==> src/hdl/ext_bus_pkg.sv <==
// constants for the external memory bus interface
package ext_bus_pkg;
	localparam int ADDR_W = 22;
	localparam int DATA_W = 8;
	localparam int ADDR_LOW_W = 16;
	localparam int SEL_N = 3;

	typedef enum logic [1:0] {
		MODE_SINGLE,
		MODE_64K,
		MODE_4M_MIN,
		MODE_4M_MAX
	} bus_mode_t;

	// decoder size choice, 64K mode only
	typedef enum logic [1:0] {
		SIZE_8K,
		SIZE_16K,
		SIZE_32K,
		SIZE_64K
	} dec_size_t;

	// wait state counts per choice; one state is half a clock
	localparam logic [3:0] WAIT_STATES_0 = 4'h0;
	localparam logic [3:0] WAIT_STATES_1 = 4'h4;
	localparam logic [3:0] WAIT_STATES_2 = 4'h8;
	localparam logic [3:0] WAIT_STATES_3 = 4'hc;
	localparam int STATES_PER_CLOCK = 2;

	// 24-bit address space boundaries
	localparam logic [23:0] INT_RAM_LO = 24'h00_f000;
	localparam logic [23:0] INT_RAM_HI = 24'h00_ffff;
	localparam logic [23:0] MCU_EXT_LO = 24'h00_7000;
	localparam logic [23:0] MCU_WIN_LO = 24'h00_8000;
	localparam logic [23:0] EXT64_TOP = 24'h00_efff;
	localparam logic [23:0] SEL1_LO = 24'h40_0000;
	localparam logic [23:0] SEL2_LO = 24'h80_0000;
	localparam logic [23:0] SEL0_MCU_LO = 24'hc0_0000;
	localparam logic [23:0] SEL0_MPU_HI = 24'h3f_ffff;
	localparam logic [23:0] SEL0_MPU_LO2 = 24'h01_0000;
	localparam logic [23:0] SEL2_HI = 24'hbf_ffff;
	localparam logic [23:0] SEL1_HI = 24'h7f_ffff;
	localparam logic [23:0] BLK_8K = 24'h00_2000;
	localparam logic [23:0] BLK_16K_MCU = 24'h00_4000;

	// port reset values
	localparam logic [21:0] PORT_ADDR_RST = 22'h00_0000;
	localparam logic [1:0] PORT_STROBE_RST = 2'h3;
	localparam logic [2:0] PORT_SEL_RST = 3'h7;
endpackage

==> src/hdl/chip_select_decoder.sv <==
// address decoder producing the three chip selects
`timescale 1ns/1ns
`default_nettype none
module chip_select_decoder
	import ext_bus_pkg::*;
(
	// configuration
	input  wire bus_mode_t   bus_mode,
	input  wire logic        external_rom_mode,
	input  wire dec_size_t   dec_size,
	// address under decode
	input  wire logic [23:0] addr,
	// one-hot hits, active high
	output logic [2:0]       hit
);
	function automatic logic in_range(input logic [23:0] a,
		input logic [23:0] lo, input logic [23:0] hi);
		in_range = (a >= lo) && (a <= hi);
	endfunction

	logic [23:0] blk;

	always_comb begin
		hit = 3'h0;
		blk = BLK_8K;
		case (bus_mode)
		MODE_64K: begin
			if (!external_rom_mode) begin
				case (dec_size)
				SIZE_8K: begin
					hit[0] = in_range(addr, MCU_WIN_LO, 24'h00_9fff);
					hit[1] = in_range(addr, 24'h00_a000, 24'h00_bfff);
					hit[2] = in_range(addr, 24'h00_c000, 24'h00_dfff);
				end
				SIZE_16K: begin
					hit[0] = in_range(addr, MCU_EXT_LO, 24'h00_afff);
					hit[1] = in_range(addr, 24'h00_b000, EXT64_TOP);
				end
				SIZE_32K: hit[0] = in_range(addr, MCU_WIN_LO, EXT64_TOP);
				default: hit = 3'h0;
				endcase
			end else begin
				case (dec_size)
				SIZE_8K: blk = BLK_8K;
				SIZE_16K: blk = BLK_16K_MCU;
				SIZE_32K: blk = MCU_WIN_LO;
				default: blk = INT_RAM_LO;
				endcase
				// consecutive equal blocks from zero, capped at top
				for (int i = 0; i < SEL_N; i++) begin
					hit[i] = (addr <= EXT64_TOP) &&
						(addr >= 24'(blk * 24'(i))) &&
						(addr < 24'(blk * 24'(i + 1)));
				end
			end
		end
		MODE_4M_MIN, MODE_4M_MAX: begin
			hit[1] = in_range(addr, SEL1_LO, SEL1_HI);
			hit[2] = in_range(addr, SEL2_LO, SEL2_HI);
			if (!external_rom_mode)
				hit[0] = addr >= SEL0_MCU_LO;
			else
				hit[0] = in_range(addr, 24'h00_0000, EXT64_TOP) ||
					in_range(addr, SEL0_MPU_LO2, SEL0_MPU_HI);
		end
		default: hit = 3'h0;
		endcase
		if (in_range(addr, INT_RAM_LO, INT_RAM_HI))
			hit = 3'h0;
	end
endmodule
`default_nettype wire

==> src/hdl/ext_memory_bus.sv <==
// external memory bus interface: pin sharing, strobes, selects, waits
`timescale 1ns/1ns
`default_nettype none
// Operation
// - 22 address terminals shared with three output port groups by mode
// - single chip: all 22 terminals are port outputs, no address
// - 64K mode: low 16 carry address, upper 6 stay port outputs
// - both 4M modes: all 22 terminals carry address
// - ports taken by bus keep readable writable data and hi-z registers
// - read/write strobe pins are ports in single chip, strobes otherwise
// - strobes assert only on external area accesses
// - internal decoder yields three active-low chip selects
// - selects individually enabled in expanded modes, ports in single chip
// - chip selects assert only during external memory access
// - halt or sleep forces all chip selects high
// - 64K internal ROM select ranges per size
// - 64K external ROM selects from zero, equal blocks, top 00EFFF
// - 4M select ranges for internal and external ROM
// - bus mode sets select sizes; 64K offers four size choices with external ROM, three with internal ROM
// - software wait count choices 0, 4, 8 or 12 states
// - each wait state lasts half a clock
// - waits sit between third and fourth bus states
// - no waits on internal access, low-speed clock, or single chip
// - data pins are port in single chip, data bus when expanded
// - four bus modes; single chip barred with external ROM; reset loads single chip regardless
// - 00F000-00FFFF never decoded as external
module ext_memory_bus
	import ext_bus_pkg::*;
(
	// clock and reset
	input  wire logic                 clock,
	input  wire logic                 reset,
	// static configuration
	input  wire ext_bus_pkg::bus_mode_t requested_mode,
	input  wire logic                 external_rom_mode,
	input  wire logic [2:0]           select_enable,
	input  wire ext_bus_pkg::dec_size_t dec_size,
	input  wire logic [1:0]           wait_choice,
	input  wire logic                 low_speed_osc_clock,
	input  wire logic                 cpu_standby,
	// cpu access
	input  wire logic                 access_start,
	input  wire logic                 access_write,
	input  wire logic [23:0]          access_addr,
	input  wire logic [7:0]           access_wdata,
	output logic                      access_done,
	output logic [7:0]                access_rdata,
	// port register writes and readback
	input  wire logic                 port_addr_we,
	input  wire logic [21:0]          port_addr_wdata,
	input  wire logic                 port_addr_hiz_we,
	input  wire logic [21:0]          port_addr_hiz_wdata,
	input  wire logic                 port_ctl_we,
	input  wire logic [4:0]           port_ctl_wdata,
	input  wire logic                 port_ctl_hiz_we,
	input  wire logic [4:0]           port_ctl_hiz_wdata,
	input  wire logic                 io_port_we,
	input  wire logic [7:0]           io_port_wdata,
	input  wire logic                 io_port_dir_we,
	input  wire logic [7:0]           io_port_dir_wdata,
	output logic [21:0]               port_addr_data,
	output logic [21:0]               port_addr_hiz,
	output logic [4:0]                port_ctl_data,
	output logic [4:0]                port_ctl_hiz,
	output logic [7:0]                io_port_data,
	output logic [7:0]                io_port_dir,
	output ext_bus_pkg::bus_mode_t    bus_mode,
	// pins
	output logic [21:0]               ext_addr_lines,
	output logic [21:0]               ext_addr_lines_oe,
	output logic                      out_port_read_pin,
	output logic                      out_port_write_pin,
	output logic [1:0]                strobe_pins_oe,
	output logic                      chip_select_zero_n,
	output logic                      chip_select_one_n,
	output logic                      chip_select_two_n,
	output logic [2:0]                select_pins_oe,
	input  wire logic [7:0]           ext_data_lines_in,
	output logic [7:0]                ext_data_lines_out,
	output logic [7:0]                ext_data_lines_oe
);
	typedef enum {
		ST_IDLE,
		ST_T1,
		ST_T2,
		ST_T3,
		ST_WAIT,
		ST_T4
	} bus_state_t;

	bus_state_t state;
	logic [2:0] hit;
	logic [2:0] sel_hit;
	logic       ext_access;
	logic       expanded;
	logic       wait_busy;
	logic [3:0] wait_states;
	logic       start_wait;
	logic [23:0] cur_addr;
	logic        cur_write;
	logic [7:0]  cur_wdata;
	logic [2:0]  cur_hit;
	logic        cur_ext;

	// a single chip request is refused while running from external ROM; reset loads single chip regardless
	always_ff @(posedge clock) begin
		if (reset)
			bus_mode <= MODE_SINGLE;
		else if (!(requested_mode == MODE_SINGLE && external_rom_mode))
			bus_mode <= requested_mode;
	end

	assign expanded = bus_mode != MODE_SINGLE;

	chip_select_decoder u_decoder (
		.bus_mode          (bus_mode),
		.external_rom_mode (external_rom_mode),
		.dec_size          (dec_size),
		.addr              (access_addr),
		.hit               (hit)
	);

	assign sel_hit = hit & select_enable;
	// both 4M modes also treat any address above the first 64K as external
	assign ext_access = expanded && (hit != 3'h0 ||
		(bus_mode != MODE_64K && access_addr[23:16] != 8'h00));

	// port registers always remain general storage
	always_ff @(posedge clock) begin
		if (reset) begin
			port_addr_data <= PORT_ADDR_RST;
			port_addr_hiz  <= PORT_ADDR_RST;
		end else begin
			if (port_addr_we)
				port_addr_data <= port_addr_wdata;
			if (port_addr_hiz_we)
				port_addr_hiz <= port_addr_hiz_wdata;
		end
	end

	always_ff @(posedge clock) begin
		if (reset) begin
			port_ctl_data <= {PORT_SEL_RST, PORT_STROBE_RST};
			port_ctl_hiz  <= 5'h00;
			io_port_data  <= 8'h00;
			io_port_dir   <= 8'h00;
		end else begin
			if (port_ctl_we)
				port_ctl_data <= port_ctl_wdata;
			if (port_ctl_hiz_we)
				port_ctl_hiz <= port_ctl_hiz_wdata;
			if (io_port_we)
				io_port_data <= io_port_wdata;
			if (io_port_dir_we)
				io_port_dir <= io_port_dir_wdata;
		end
	end

	// bus cycle sequencer
	always_ff @(posedge clock) begin
		if (reset) begin
			state     <= ST_IDLE;
			cur_addr  <= 24'h00_0000;
			cur_write <= 1'b0;
			cur_wdata <= 8'h00;
			cur_hit   <= 3'h0;
			cur_ext   <= 1'b0;
		end else begin
			case (state)
			ST_IDLE: begin
				if (access_start) begin
					state     <= ST_T1;
					cur_addr  <= access_addr;
					cur_write <= access_write;
					cur_wdata <= access_wdata;
					cur_hit   <= sel_hit;
					cur_ext   <= ext_access;
				end
			end
			ST_T1: state <= ST_T2;
			ST_T2: state <= ST_T3;
			ST_T3: state <= start_wait ? ST_WAIT : ST_T4;
			ST_WAIT: begin
				if (!wait_busy)
					state <= ST_T4;
			end
			ST_T4: state <= ST_IDLE;
			default: state <= ST_IDLE;
			endcase
		end
	end

	always_comb begin
		case (wait_choice)
		2'h0: wait_states = WAIT_STATES_0;
		2'h1: wait_states = WAIT_STATES_1;
		2'h2: wait_states = WAIT_STATES_2;
		default: wait_states = WAIT_STATES_3;
		endcase
	end

	assign start_wait = state == ST_T3 && cur_ext && expanded &&
		!low_speed_osc_clock && wait_states != 4'h0;

	wait_counter u_wait (
		.clock  (clock),
		.reset  (reset),
		.start  (start_wait),
		.states (wait_states),
		.busy   (wait_busy)
	);

	assign access_done = state == ST_T4;

	always_ff @(posedge clock) begin
		if (reset)
			access_rdata <= 8'h00;
		else if (!cur_write && cur_ext && ((state == ST_T3 && !start_wait) ||
			(state == ST_WAIT && !wait_busy)))
			// take read data at the end of the waits, for slow devices
			access_rdata <= ext_data_lines_in;
	end

	// address and port pin muxing
	always_ff @(posedge clock) begin
		if (reset) begin
			ext_addr_lines    <= PORT_ADDR_RST;
			ext_addr_lines_oe <= PORT_ADDR_RST;
		end else begin
			for (int i = 0; i < ADDR_W; i++) begin
				if ((bus_mode == MODE_64K && i < ADDR_LOW_W) ||
					bus_mode == MODE_4M_MIN ||
					bus_mode == MODE_4M_MAX) begin
					ext_addr_lines[i]    <= cur_addr[i];
					ext_addr_lines_oe[i] <= 1'b1;
				end else begin
					ext_addr_lines[i]    <= port_addr_data[i];
					ext_addr_lines_oe[i] <= !port_addr_hiz[i];
				end
			end
		end
	end

	// strobes, selects and data
	always_ff @(posedge clock) begin
		if (reset) begin
			out_port_read_pin  <= 1'b1;
			out_port_write_pin <= 1'b1;
			strobe_pins_oe     <= 2'h0;
			chip_select_zero_n <= 1'b1;
			chip_select_one_n  <= 1'b1;
			chip_select_two_n  <= 1'b1;
			select_pins_oe     <= 3'h0;
			ext_data_lines_out <= 8'h00;
			ext_data_lines_oe  <= 8'h00;
		end else if (!expanded) begin
			out_port_read_pin  <= port_ctl_data[0];
			out_port_write_pin <= port_ctl_data[1];
			strobe_pins_oe     <= ~port_ctl_hiz[1:0];
			chip_select_zero_n <= port_ctl_data[2];
			chip_select_one_n  <= port_ctl_data[3];
			chip_select_two_n  <= port_ctl_data[4];
			select_pins_oe     <= ~port_ctl_hiz[4:2];
			ext_data_lines_out <= io_port_data;
			ext_data_lines_oe  <= io_port_dir;
		end else begin
			out_port_read_pin  <= !(cur_ext && !cur_write &&
				state inside {ST_T2, ST_T3, ST_WAIT});
			out_port_write_pin <= !(cur_ext && cur_write &&
				state inside {ST_T3, ST_WAIT});
			strobe_pins_oe     <= 2'h3;
			for (int i = 0; i < SEL_N; i++) begin
				if (select_enable[i])
					select_pins_oe[i] <= 1'b1;
				else
					select_pins_oe[i] <= !port_ctl_hiz[i + 2];
			end
			chip_select_zero_n <= select_enable[0] ? !(cur_hit[0] &&
				state != ST_IDLE && !cpu_standby) : port_ctl_data[2];
			chip_select_one_n  <= select_enable[1] ? !(cur_hit[1] &&
				state != ST_IDLE && !cpu_standby) : port_ctl_data[3];
			chip_select_two_n  <= select_enable[2] ? !(cur_hit[2] &&
				state != ST_IDLE && !cpu_standby) : port_ctl_data[4];
			ext_data_lines_out <= cur_wdata;
			ext_data_lines_oe  <= {8{cur_ext && cur_write &&
				state inside {ST_T2, ST_T3, ST_WAIT}}};
		end
	end
endmodule
`default_nettype wire

==> src/hdl/wait_counter.sv <==
// counts inserted wait states between third and fourth bus states
`timescale 1ns/1ns
`default_nettype none
module wait_counter
	import ext_bus_pkg::*;
(
	// clock and reset
	input  wire logic       clock,
	input  wire logic       reset,
	// control
	input  wire logic       start,
	input  wire logic [3:0] states,
	// status
	output logic            busy
);
	logic [3:0] remain;

	always_ff @(posedge clock) begin
		if (reset)
			remain <= 4'h0;
		else if (start)
			// the cycle that leaves the wait state is itself a wait cycle
			remain <= 4'(states / 4'(STATES_PER_CLOCK)) - 4'h1;
		else if (remain != 4'h0)
			remain <= remain - 4'h1;
	end

	assign busy = remain != 4'h0;
endmodule
`default_nettype wire

==> config.mk <==
export PLATFORM = sky130hd
export DESIGN_NAME = ext_memory_bus
export DESIGN_NICKNAME = d
export VERILOG_FILES = /design/src/hdl/ext_bus_pkg.sv /design/src/hdl/chip_select_decoder.sv /design/src/hdl/ext_memory_bus.sv /design/src/hdl/wait_counter.sv
export SDC_FILE = /design/constraint.sdc
export NUM_CORES = 1
export LEC_CHECK = 0
export BUFFER_PORTS_ARGS = -buffer_cell sky130_fd_sc_hd__buf_2
export CAP_MARGIN = 15
export CORE_MARGIN = 4
export CORE_UTILIZATION = 45
export DETAILED_ROUTE_END_ITERATION = 8
export PLACE_DENSITY = 0.74
export SYNTH_ARGS = -nofsm -noshare
export SYNTH_HDL_FRONTEND = slang
export SYNTH_HIERARCHICAL = 1
export SYNTH_SLANG_ARGS = --single-unit
==> constraint.sdc <==
create_clock -name clock -period 3.7 [get_ports clock]
set_input_delay 0 -clock clock [delete_from_list [all_inputs] [get_ports clock]]
set_output_delay 0 -clock clock [all_outputs]
set_load 0.05 [all_outputs]
Word-level counts from Yosys, hierarchy flattened
Cells that the tools add are included.
{ "totals": {"reg_bits": 221, "input_bits": 132} }
{ "classes": {"order_cmp": 25, "mux": 76, "n_addsub": 2, "n_eq_ne": 17, "n_bitwise": 3, "n_reduce_logical": 94, "multipliers": 1} }
{ "ops": {"columns": ["cell", "count"], "rows": [
  ["$pmux 32 s5", 1],
  ["$le 24x16->1 const B", 6],
  ["$ge 24x16->1 const B", 5],
  ["$lt 24x24->1", 3],
  ["$eq 32x2->1 const B", 2],
  ["$eq 32x3->1 const B", 2],
  ["$eq 32x4->1 const B", 2],
  ["$mux 32", 2],
  ["$mux 1", 58],
  ["$ge 24x24->1", 2],
  ["$ge 24x24->1 const B", 2],
  ["$mux 24", 2],
  ["$pmux 16 s3", 1],
  ["$logic_and 1x1->1", 37],
  ["$logic_not 1->1", 35],
  ["$eq 32x1->1 const B", 1],
  ["$logic_not 32->1", 1],
  ["$reduce_bool 32->1", 1],
  ["$ge 24x1->1 const B", 1],
  ["$ge 24x15->1 const B", 1],
  ["$ge 24x17->1 const B", 1],
  ["$ge 24x23->1 const B", 1],
  ["$le 24x22->1 const B", 1],
  ["$le 24x23->1 const B", 1],
  ["27 further kinds", 49]
]} }

Depth between registers and ports, before layout
Gate-level depths: netlist of the first run.
{ "logic_depth": {"ltp_word": 13, "depth_mapped": 13} }

Cells and area by module
Netlist of the first run, hierarchy kept.
{ "by_module_without_submodules": {"columns": ["mod", "cells_per_inst", "area_each_um2", "n_inst"], "rows": [
  ["ext_memory_bus", 694, 6560.0, 1],
  ["chip_select_decoder", 92, 700.7, 1],
  ["wait_counter", 20, 205.2, 1]
]} }

Worst setup path after synthesis of the first run
No wires, ideal clock.
{ "synth_path": {"path_kind": "register to register", "start": "reg bus_mode[1]", "end": "reg u_wait.remain[3]", "stages_incl_launch_ff": 9, "setup_slack_ns": 1.534, "arrival_time_ns": 2.096, "synth_period_minus_slack_ns": 2.166, "required_ns": 3.630, "cell_sequence": "dfxtp_1 > or2_1 > buf_4 > o2111ai_2 > nor2_1 > buf_6 > inv_2 > or4_1 > a21oi_1"} }
{ "synth_via": {"elab_chain_cells": 5} }
{ "synth_rtl": {"columns": ["element", "line_no", "rtl"], "rows": [
  ["from (decl)", "ext_memory_bus.sv:67", "output ext_bus_pkg::bus_mode_t bus_mode,"],
  ["from (signal assigned)", "ext_memory_bus.sv:110", "bus_mode <= requested_mode;"],
  ["$reduce_bool 2->1 *", "ext_memory_bus.sv:113", "assign expanded = bus_mode != MODE_SINGLE;"],
  ["$logic_and 1x1->1 * (2 in series)", "ext_memory_bus.sv:202", "assign start_wait = state == ST_T3 && cur_ext && expanded &&"],
  ["$logic_and 1x1->1 *", "ext_memory_bus.sv:203", "!low_speed_osc_clock && wait_states != 4'h0;"],
  ["named net start_wait", "ext_memory_bus.sv:98", "logic start_wait;"],
  ["$mux 4 / $reduce_bool 2->1 (equally long branches)", null, null],
  ["to (signal assigned)", "wait_counter.sv:23", "remain <= 4'(states / 4'(STATES_PER_CLOCK)) - 4'h1;"],
  ["to (signal assigned)", "wait_counter.sv:25", "remain <= remain - 4'h1;"],
  ["to (decl)", "wait_counter.sv:16", "logic [3:0] remain;"]
]} }
The timed path passes the listed nets; every way through them passes the cells marked *.
A chain may end at the register's enable or synchronous reset.

Worst setup path in the final report of the first run
Same ends and word-level chain as after synthesis.

==> impl_metrics.tcl, run 1 <==
set metrics [dict create \
    status "completed" \
    synthTopCellsByArea "dfxtp_1 51%, mux2i_1 11%, a21oi_1 6.8%" \
    sequentialPowerShare 0.443 \
    vias 7216 \
    final_area_um2 10870 \
    cts_root_buffer "clkbuf_16" \
    fin_setup_tns_ns 0 \
    drt-vias-per-instance 5.067 \
    power.total_mw 5.257 \
    overflow 0 \
    port_buffers 282 \
    drt-total-wl_um 23090 \
    power.internal_mw 3.541 \
    synth_top_cell_by_area "dfxtp_1" \
    fin_nets 1347 \
    synth.distinct_cells 61 \
    fmax_ghz 0.3283 \
    path_cells "or2_1 -> o2111ai_2 -> nor2_1 -> inv_2 -> or4_1 -> dlygate4sd3_1 -> a21oi_1" \
    post-route-period-util 0.8233 \
    vdd_drop_max_mv 0.3108 \
    cts_buffer_depth 2 \
    synth_most_common_cell "dfxtp_1" \
    grt_max_degree 146 \
    crit_buf_inv 2 \
    combPwrFrac 0.223 \
    firstDrtPassIters 4 \
    syn-cell-area_um2 7466 \
    worst_path_largest_cell_delay_ns 0.82 \
    drt_iter0_drc 240 \
    ys_async_sr_fraction 0 \
    path_clk_slew_ns 0.07 \
    synth_common_cells "192 x dfxtp_1, 133 x nand2_1, 102 x a21oi_1" \
    synth_top_cell_area_share 0.5148 \
    hold_violations 0 \
    hp-class "in -> reg" \
    critPathKind "reg -> reg" \
    crit_family "simple AND/OR/NAND/NOR gates" \
    grt_first_pass_wirelength_um 35720 \
    cts_sinks 192 \
    syn_area_per_cell_um2 9.263 \
    period_needed_ns 3.046 \
    grt.total_usage 0.2381 \
    drtAntennaViolNets 0 \
    dieArea_um2 18720 \
    p_leak_nw 4.993 \
    ys_ff_latch 192 \
    start_kind "flip-flop" \
    finalSetupViolCount 0 \
    clkPwrFrac 0.334 \
    cellPowerDensity_nw_per_um2 483.5 \
    required_ns 4.04 \
    core-area_um2 16060 \
    relSlewSlack 0.3076 \
    worstPathArrival_ns 3.38 \
    drive_gt1_frac 0.2792 \
    die-width_um 136.8 \
    htreeDepth 4 \
    synth_edf_count 0 \
    drv_slew 0 \
    ys_seq_area_frac 0.5148 \
    insertion_delay_ns 0.42 \
    grt_setup_unrepaired "false" \
    synth_ff_type "dfxtp_1" \
    synthCells 806 \
    wl_per_cell_um 16.21 \
    drcViolationCount 0 \
    crit_path_end_kind "flip-flop" \
    worst_pin_slew_ns 1.039 \
    dpl_cell_area_um2 8952 \
    start_util 0.4649 \
    switching_share 0.3263 \
    finClkSkew_ns 0.01146 \
    max_cap_violations 0 \
    critical_path.slowest_cell "dfxtp_1" \
    cts_tree "built" \
    rows 46 \
    hpwl_um 14730 \
    syn_to_final_growth_pct 45.62 \
    p_switching_mw 1.716 \
    cts_setup_buffers 0 \
    antenna_found_initial 0 \
    first_global_vias 7241 \
    io_pins 283 \
    place_congestion 0.8692 \
    cts_buffers 17 \
    crit_fanout 16 \
    die_h_um 136.8 \
    ys_warn_count 6 \
]
==> path summary, 6_finish.rpt <==
check	cells past startpoint	to	slack, ns	from
hold reg to reg	1	ext_addr_lines_oe[18]	0.45	port_addr_hiz[18]
hold / removal	3	io_port_dir[5]	0.03	io_port_dir_we
setup / recovery	7	u_wait/remain[3]	0.65	bus_mode[1]
setup reg to reg	7	u_wait/remain[3]	0.65	bus_mode[1]
==> through the flow <==
step / setup WS, ns / hold WS (ns) / cells / utilization
floorplan: 1.534 / 0.06907 / 807 / -
global placement: 1.320 / 0.2102 / 1257 / 0.5575
detailed placement: 1.217 / 0.2130 / 1257 / 0.5575
CTS: 0.6677 / 0.005633 / 1423 / 0.6769
global route: 0.4568 / 0.03370 / 1423 / 0.6769
finish: 0.6538 / 0.03095 / 1424 / 0.6770
==> layout by cell type (no fill, tap or decap), drive strengths merged, types with 8 or more instances in the layout <==
| cell | n |
|---|---|
| a21oi | 102 |
| buf | 288 |
| clkbuf | 18 |
| dfxtp | 192 |
| dlygate4sd3 | 134 |
| ha | 21 |
| inv | 21 |
| mux2i | 82 |
| nand2 | 134 |
| nand2b | 21 |
| nor2 | 91 |
| nor3 | 8 |
==> tightest hold or removal path: stages <==
cell and delay, ns:
buf_2 0.19, mux2i_1 0.15, nor2_1 0.08
==> sequential cells by signal, indices dropped and copies added (netlist names), 3 cells and up <==
name / flops
io_port_dir: 8
select_pins_oe: 3
access_rdata: 8
ext_data_lines_oe: 8
port_addr_data: 22
u_wait/remain: 4
cur_wdata: 8
ext_data_lines_out: 8
port_addr_hiz: 22
ext_addr_lines: 22
cur_hit: 3
io_port_data: 8
state: 3
port_ctl_data: 5
cur_addr: 22
ext_addr_lines_oe: 22
port_ctl_hiz: 5
==> cell families after synthesis <==
family,count (synthesis),share of synthesized area
xor gates and xnor gates,4,0.004693
adders and majority gates,21,0.03519
buffers and inverters,68,0.04156
DFF,192,0.5148
and+or+nand+nor,298,0.1802
AOI/OAI and AO/OA,140,0.1131
other,1,0.0005023
muxes,82,0.1099
==> routing by layer <==
metal	vias up	GRT usage	wire length (um)
li1	3503	-	-
met4	0	0.08537	522
met1	3372	0.2790	9368
met5	-	0	0
met2	301	0.4181	11300
met3	40	0.06434	1894
==> final cells by class <==
class / count / area (um2)
Inverter: 14 / 52.55
Multi-Input combinational cell: 547 / 3323
Sequential cell: 192 / 3844
Tap cell: 216 / 270.3
Antenna cell: 1 / 2.502
Fill cell: 1213 / 5186
Clock buffer: 18 / 429.2
Clock inverter: 14 / 146.4
Timing Repair Buffer: 422 / 2804
==> power groups by stage <==
| stage | sequential [mW] | clock (mW) | combinational [mW] |
|---|---|---|---|
| 4_1_cts | 2.33 | 1.79 | 1.16 |
| 5_1_grt | 2.35 | 1.87 | 1.26 |
| 6_report | 2.33 | 1.76 | 1.17 |
| 3_5_place_dp | 2.37 | 0 | 1.04 |
| 2_1_floorplan | 2.67 | 0 | 0.455 |
| 3_3_place_gp | 2.37 | 0 | 1.03 |
==> repair_timing <==
action / 4_1_cts / 5_1_grt
endpoints found under the hold margin: 121 / 0
hold buffers: 134 / 0
gates resized for setup: 0 / 0
Power figures use the tool's default switching activity.
==> run 2: changes to the inputs <==
--- a/config.mk
+++ b/config.mk
@@ -8,9 +8,9 @@
 export BUFFER_PORTS_ARGS = -buffer_cell sky130_fd_sc_hd__buf_2
 export CAP_MARGIN = 15
 export CORE_MARGIN = 4
-export CORE_UTILIZATION = 45
+export CORE_UTILIZATION = 44
 export DETAILED_ROUTE_END_ITERATION = 8
-export PLACE_DENSITY = 0.74
+export PLACE_DENSITY = 0.76
 export SYNTH_ARGS = -nofsm -noshare
 export SYNTH_HDL_FRONTEND = slang
 export SYNTH_HIERARCHICAL = 1
==> constraint.sdc (replaced) <==
create_clock -name clock -period 2.79 [get_ports clock]
set_input_delay 0 -clock clock [delete_from_list [all_inputs] [get_ports clock]]
set_output_delay 0 -clock clock [all_outputs]
set_load 0.05 [all_outputs]
==> impl_metrics.tcl, run 2 (synthesis results as in run 1) <==
set metrics [dict create \
    fin_nets 1354 \
    power.total_mw 7.111 \
    final_common_cell "buf_2" \
    grt_max_degree 109 \
    max_cap_violations 0 \
    grt_setup_unrepaired "false" \
    dp_slack_ns 0.4147 \
    finalSetupViolCount 0 \
    hold_violations 0 \
    drtAntennaViolNets 0 \
    antenna_found_initial 1 \
    relSlewSlack 0.4739 \
    cts_hold_buf 139 \
    vias 7268 \
    syn_to_final_growth_pct 47.18 \
    critical_path.slowest_cell "dlygate4sd3_1" \
    worstPathArrival_ns 3.07 \
    path_clk_slew_ns 0.07 \
    hp-class "in -> reg" \
    cts_buffer_depth 2 \
    p_leak_nw 5.050 \
    critPathKind "reg -> reg" \
    grt.total_usage 0.2416 \
    cts-resized-gates 0 \
    cts_sinks 192 \
    cellPowerDensity_nw_per_um2 647.1 \
    crit_path_end_kind "flip-flop" \
    fmax_ghz 0.3665 \
    start_util 0.4502 \
    crit_fanout 6 \
    grt_first_pass_wirelength_um 37890 \
    wl_per_cell_um 16.60 \
    port_buffers 282 \
    cts_setup_buffers 0 \
    dieArea_um2 19120 \
    cts_root_buffer "clkbuf_16" \
    worst_pin_slew_ns 0.7892 \
    core-area_um2 16580 \
    hpwl_um 14990 \
    drt_iter0_drc 271 \
    dpl_cell_area_um2 8985 \
    drt-vias-per-instance 5.065 \
    io_pins 283 \
    final_cell_mix "281 x buf_2, 192 x dfxtp_1, 139 x dlygate4sd3_1" \
    cts_buffers 17 \
    overflow 0 \
    start_kind "flip-flop" \
    final_area_um2 10990 \
    vdd_drop_max_mv 0.4172 \
    die-width_um 138.3 \
    die_h_um 138.3 \
    post-route-period-util 0.9780 \
    status "completed" \
    rows 47 \
    insertion_delay_ns 0.42 \
    drcViolationCount 0 \
    firstDrtPassIters 6 \
    worst_slack_ns 0.06129 \
    fillers 1270 \
    drv_slew 0 \
    cts_tree "built" \
    worst_path_largest_cell_delay_ns 0.57 \
    htreeDepth 4 \
    drt-total-wl_um 23830 \
    first_global_vias 7424 \
    finClkSkew_ns 0.007762 \
    place_congestion 0.8614 \
    drive_gt1_frac 0.2809 \
    crit_buf_inv 2 \
    fin_setup_tns_ns 0 \
    required_ns 3.13 \
    path_cells "or2_2 -> o2111ai_2 -> nor2_1 -> inv_2 -> or4_1 -> dlygate4sd3_1 -> a21oi_1" \
    crit_family "simple AND/OR/NAND/NOR gates" \
    period_needed_ns 2.729 \
]
[run 2: worst paths after layout]
path                                     start                 end  slack [ns]  cells after the start
worst min register to register    cur_addr[10]  ext_addr_lines[10]        0.46                      2
worst min-delay path            io_port_dir_we      io_port_dir[6]        0.04                      3
worst max register to register     bus_mode[0]    u_wait/remain[3]        0.06                      7
worst max-delay path               bus_mode[0]    u_wait/remain[3]        0.06                      7
[run 2: power by group]
group / total, mW / internal, mW / leakage, nW / switching (mW)
Clock: 2.44 / 1.31 / 0.300 / 1.13
Combinational: 1.58 / 0.564 / 3.17 / 1.02
Sequential: 3.09 / 2.95 / 1.58 / 0.136
[run 2: area by class of cell]
cell class	instances	area, um2	share of cell area
clock inverter	14	170.2	0.01549
antenna	1	2.502	0.0002277
tap	220	275.3	0.02505
sequential	192	3844	0.3498
multi-input combinational	547	3323	0.3024
timing repair buffer	429	2882	0.2622
clock buffer	18	439.2	0.03997
inverter	14	52.55	0.004783
[run 2: worst reg2reg max path, stage by stage, from the launching register on]
cell and delay, ns:
dfxtp_1 0.48, or2_2 0.20, o2111ai_2 0.18, nor2_1 0.48
inv_2 0.06, or4_1 0.49, dlygate4sd3_1 0.57, a21oi_1 0.17
[run 2: metal layers]
| layer | vias to the layer above | wire (um) | GRT usage |
|---|---|---|---|
| met1 | 3402 | 9889 | 0.2826 |
| met3 | 64 | 1596 | 0.06457 |
| li1 | 3510 | - | - |
| met2 | 292 | 11530 | 0.4124 |
| met5 | - | 0 | 0 |
| met4 | 0 | 813 | 0.1144 |
[run 2: through the flow]
stage / utilization / hold WS (ns) / instances
floorplan: - / 0.06907 / 807
global placement: 0.5418 / 0.2042 / 1263
detailed placement: 0.5418 / 0.2129 / 1263
CTS: 0.6624 / 0.006048 / 1434
global route: 0.6626 / 0.03672 / 1435
finish: 0.6626 / 0.03910 / 1435
==> run 3: changes to the inputs <==
--- a/config.mk
+++ b/config.mk
@@ -10,7 +10,7 @@
 export CORE_MARGIN = 4
 export CORE_UTILIZATION = 44
 export DETAILED_ROUTE_END_ITERATION = 8
-export PLACE_DENSITY = 0.76
+export PLACE_DENSITY = 0.74
 export SYNTH_ARGS = -nofsm -noshare
 export SYNTH_HDL_FRONTEND = slang
 export SYNTH_HIERARCHICAL = 1
==> impl_metrics.tcl, run 3 (synthesis results as in run 1) <==
set metrics [dict create \
    max_cap_violations 0 \
    p_switching_mw 2.354 \
    fin_setup_tns_ns 0 \
    firstDrtPassIters 5 \
    port_buffers 282 \
    relSlewSlack 0.5378 \
    cts_buffer_depth 2 \
    fillers 1251 \
    crit_path_end_kind "flip-flop" \
    vias 7233 \
    r2r_end "u_wait/remain[3]" \
    insertion_delay_ns 0.43 \
    hold_violations 0 \
    combPwrFrac 0.221 \
    hold_end "io_port_dir[7]" \
    place_congestion 0.8399 \
    drcViolationCount 0 \
    drtAntennaViolNets 0 \
    clkPwrFrac 0.350 \
    drt_iter0_drc 300 \
    post-route-period-util 0.9433 \
    finalSetupViolCount 0 \
    die_h_um 138.3 \
    final_common_cell "buf_2" \
    switching_share 0.3274 \
    r2r_cells 7 \
    drt-total-wl_um 23680 \
    fmax_ghz 0.3800 \
    cts_setup_buffers 0 \
    critPathKind "reg -> reg" \
    start_kind "flip-flop" \
    path_clk_slew_ns 0.08 \
    r2r_slack_ns 0.16 \
    diodes 0 \
    die-width_um 138.3 \
    worstPathArrival_ns 2.99 \
    finClkSkew_ns 0.01660 \
    core-area_um2 16580 \
    cts_root_buffer "clkbuf_16" \
    power.internal_mw 4.837 \
    drive_gt1_frac 0.2784 \
    final_cell_mix "281 x buf_2, 192 x dfxtp_1, 150 x dlygate4sd3_1" \
    required_ns 3.15 \
    r2r_start "bus_mode[0]" \
    fin_nets 1365 \
    grt_first_pass_wirelength_um 38780 \
    worst_pin_slew_ns 0.6932 \
    period_needed_ns 2.632 \
    grt_max_degree 122 \
    drt-vias-per-instance 5.006 \
    drv_slew 0 \
    wl_per_cell_um 16.39 \
    antenna_found_initial 0 \
    overflow 0 \
    sequentialPowerShare 0.429 \
    vdd_drop_max_mv 0.4620 \
    crit_fanout 6 \
    dieArea_um2 19120 \
    cts_buffers 17 \
    cts_sinks 192 \
    cts_tree "built" \
    status "completed" \
    cellPowerDensity_nw_per_um2 646.8 \
    rows 47 \
    p_leak_nw 5.113 \
    hold_start "io_port_dir_we" \
    hpwl_um 14910 \
    start_util 0.4502 \
    power.total_mw 7.191 \
    io_pins 283 \
    grt_setup_unrepaired "false" \
    hp-class "in -> reg" \
    worstHoldPathCells 3 \
    grt.total_usage 0.2446 \
    htreeDepth 4 \
    first_global_vias 7603 \
    hold_slack_ns 0.03102 \
    syn_to_final_growth_pct 48.92 \
]
==> run 3: area by class of cell <==
cell class	instances	area, um2	share of cell area
tap	220	275.3	0.02476
timing repair buffer	440	2992	0.2691
clock buffer	17	425.4	0.03826
clock inverter	15	206.4	0.01857
multi-input combinational	547	3323	0.2989
sequential	192	3844	0.3457
inverter	14	52.55	0.004727
==> run 3: worst max path at each step <==
stage | from | end | slack, ns | depth (start not counted)
2_1_floorplan | bus_mode[1] | u_wait/remain[3] | 0.62 | 8
3_3_place_gp | dec_size[0] | cur_ext | 0.49 | 13
3_5_place_dp | dec_size[0] | cur_ext | 0.41 | 13
4_1_cts | bus_mode[0] | u_wait/remain[3] | 0.19 | 7
5_1_grt | bus_mode[0] | u_wait/remain[3] | 0.007 | 7
6_report | bus_mode[0] | u_wait/remain[3] | 0.16 | 7
==> run 3: repair_timing <==
action,in CTS,in global routing
hold buffers,150,0
resized for setup,0,0
hold endpoints to repair,124,0
==> run 3: stage by stage <==
step                      setup WS, ns  instances    util  instance area [um2]
after floorplan                 0.6244        807       -                 7470
after global placement          0.4866       1263  0.5418                 8985
after detailed placement        0.4081       1263  0.5418                 8985
after CTS                       0.1886       1445  0.6704                11120
after global routing          0.006926       1445  0.6704                11120
final                           0.1581       1445  0.6704                11120
==> run 3: metal layers <==
metal	vias to the layer above	global-route usage	wire length, um
met3	50	0.07390	1655
met2	284	0.4183	11440
met1	3366	0.2848	9839
met5	-	0	0
met4	0	0.1056	748
li1	3533	-	-
==> run 3: critical path, stage by stage, from the launching register on <==
cell,delay [ns]
dfxtp_1,0.46
or2_2,0.19
o2111ai_2,0.18
nor2_1,0.47
inv_2,0.07
or4_1,0.49
dlygate4sd3_1,0.57
a21oi_1,0.14
==> run 3: power by group through the flow <==
stage	clock network, mW	logic (mW)	registers [mW]
floorplan	0	0.604	3.54
global placement	0	1.38	3.14
detailed placement	0	1.40	3.14
CTS	2.57	1.57	3.08
global route	2.68	1.71	3.11
finish	2.52	1.59	3.09
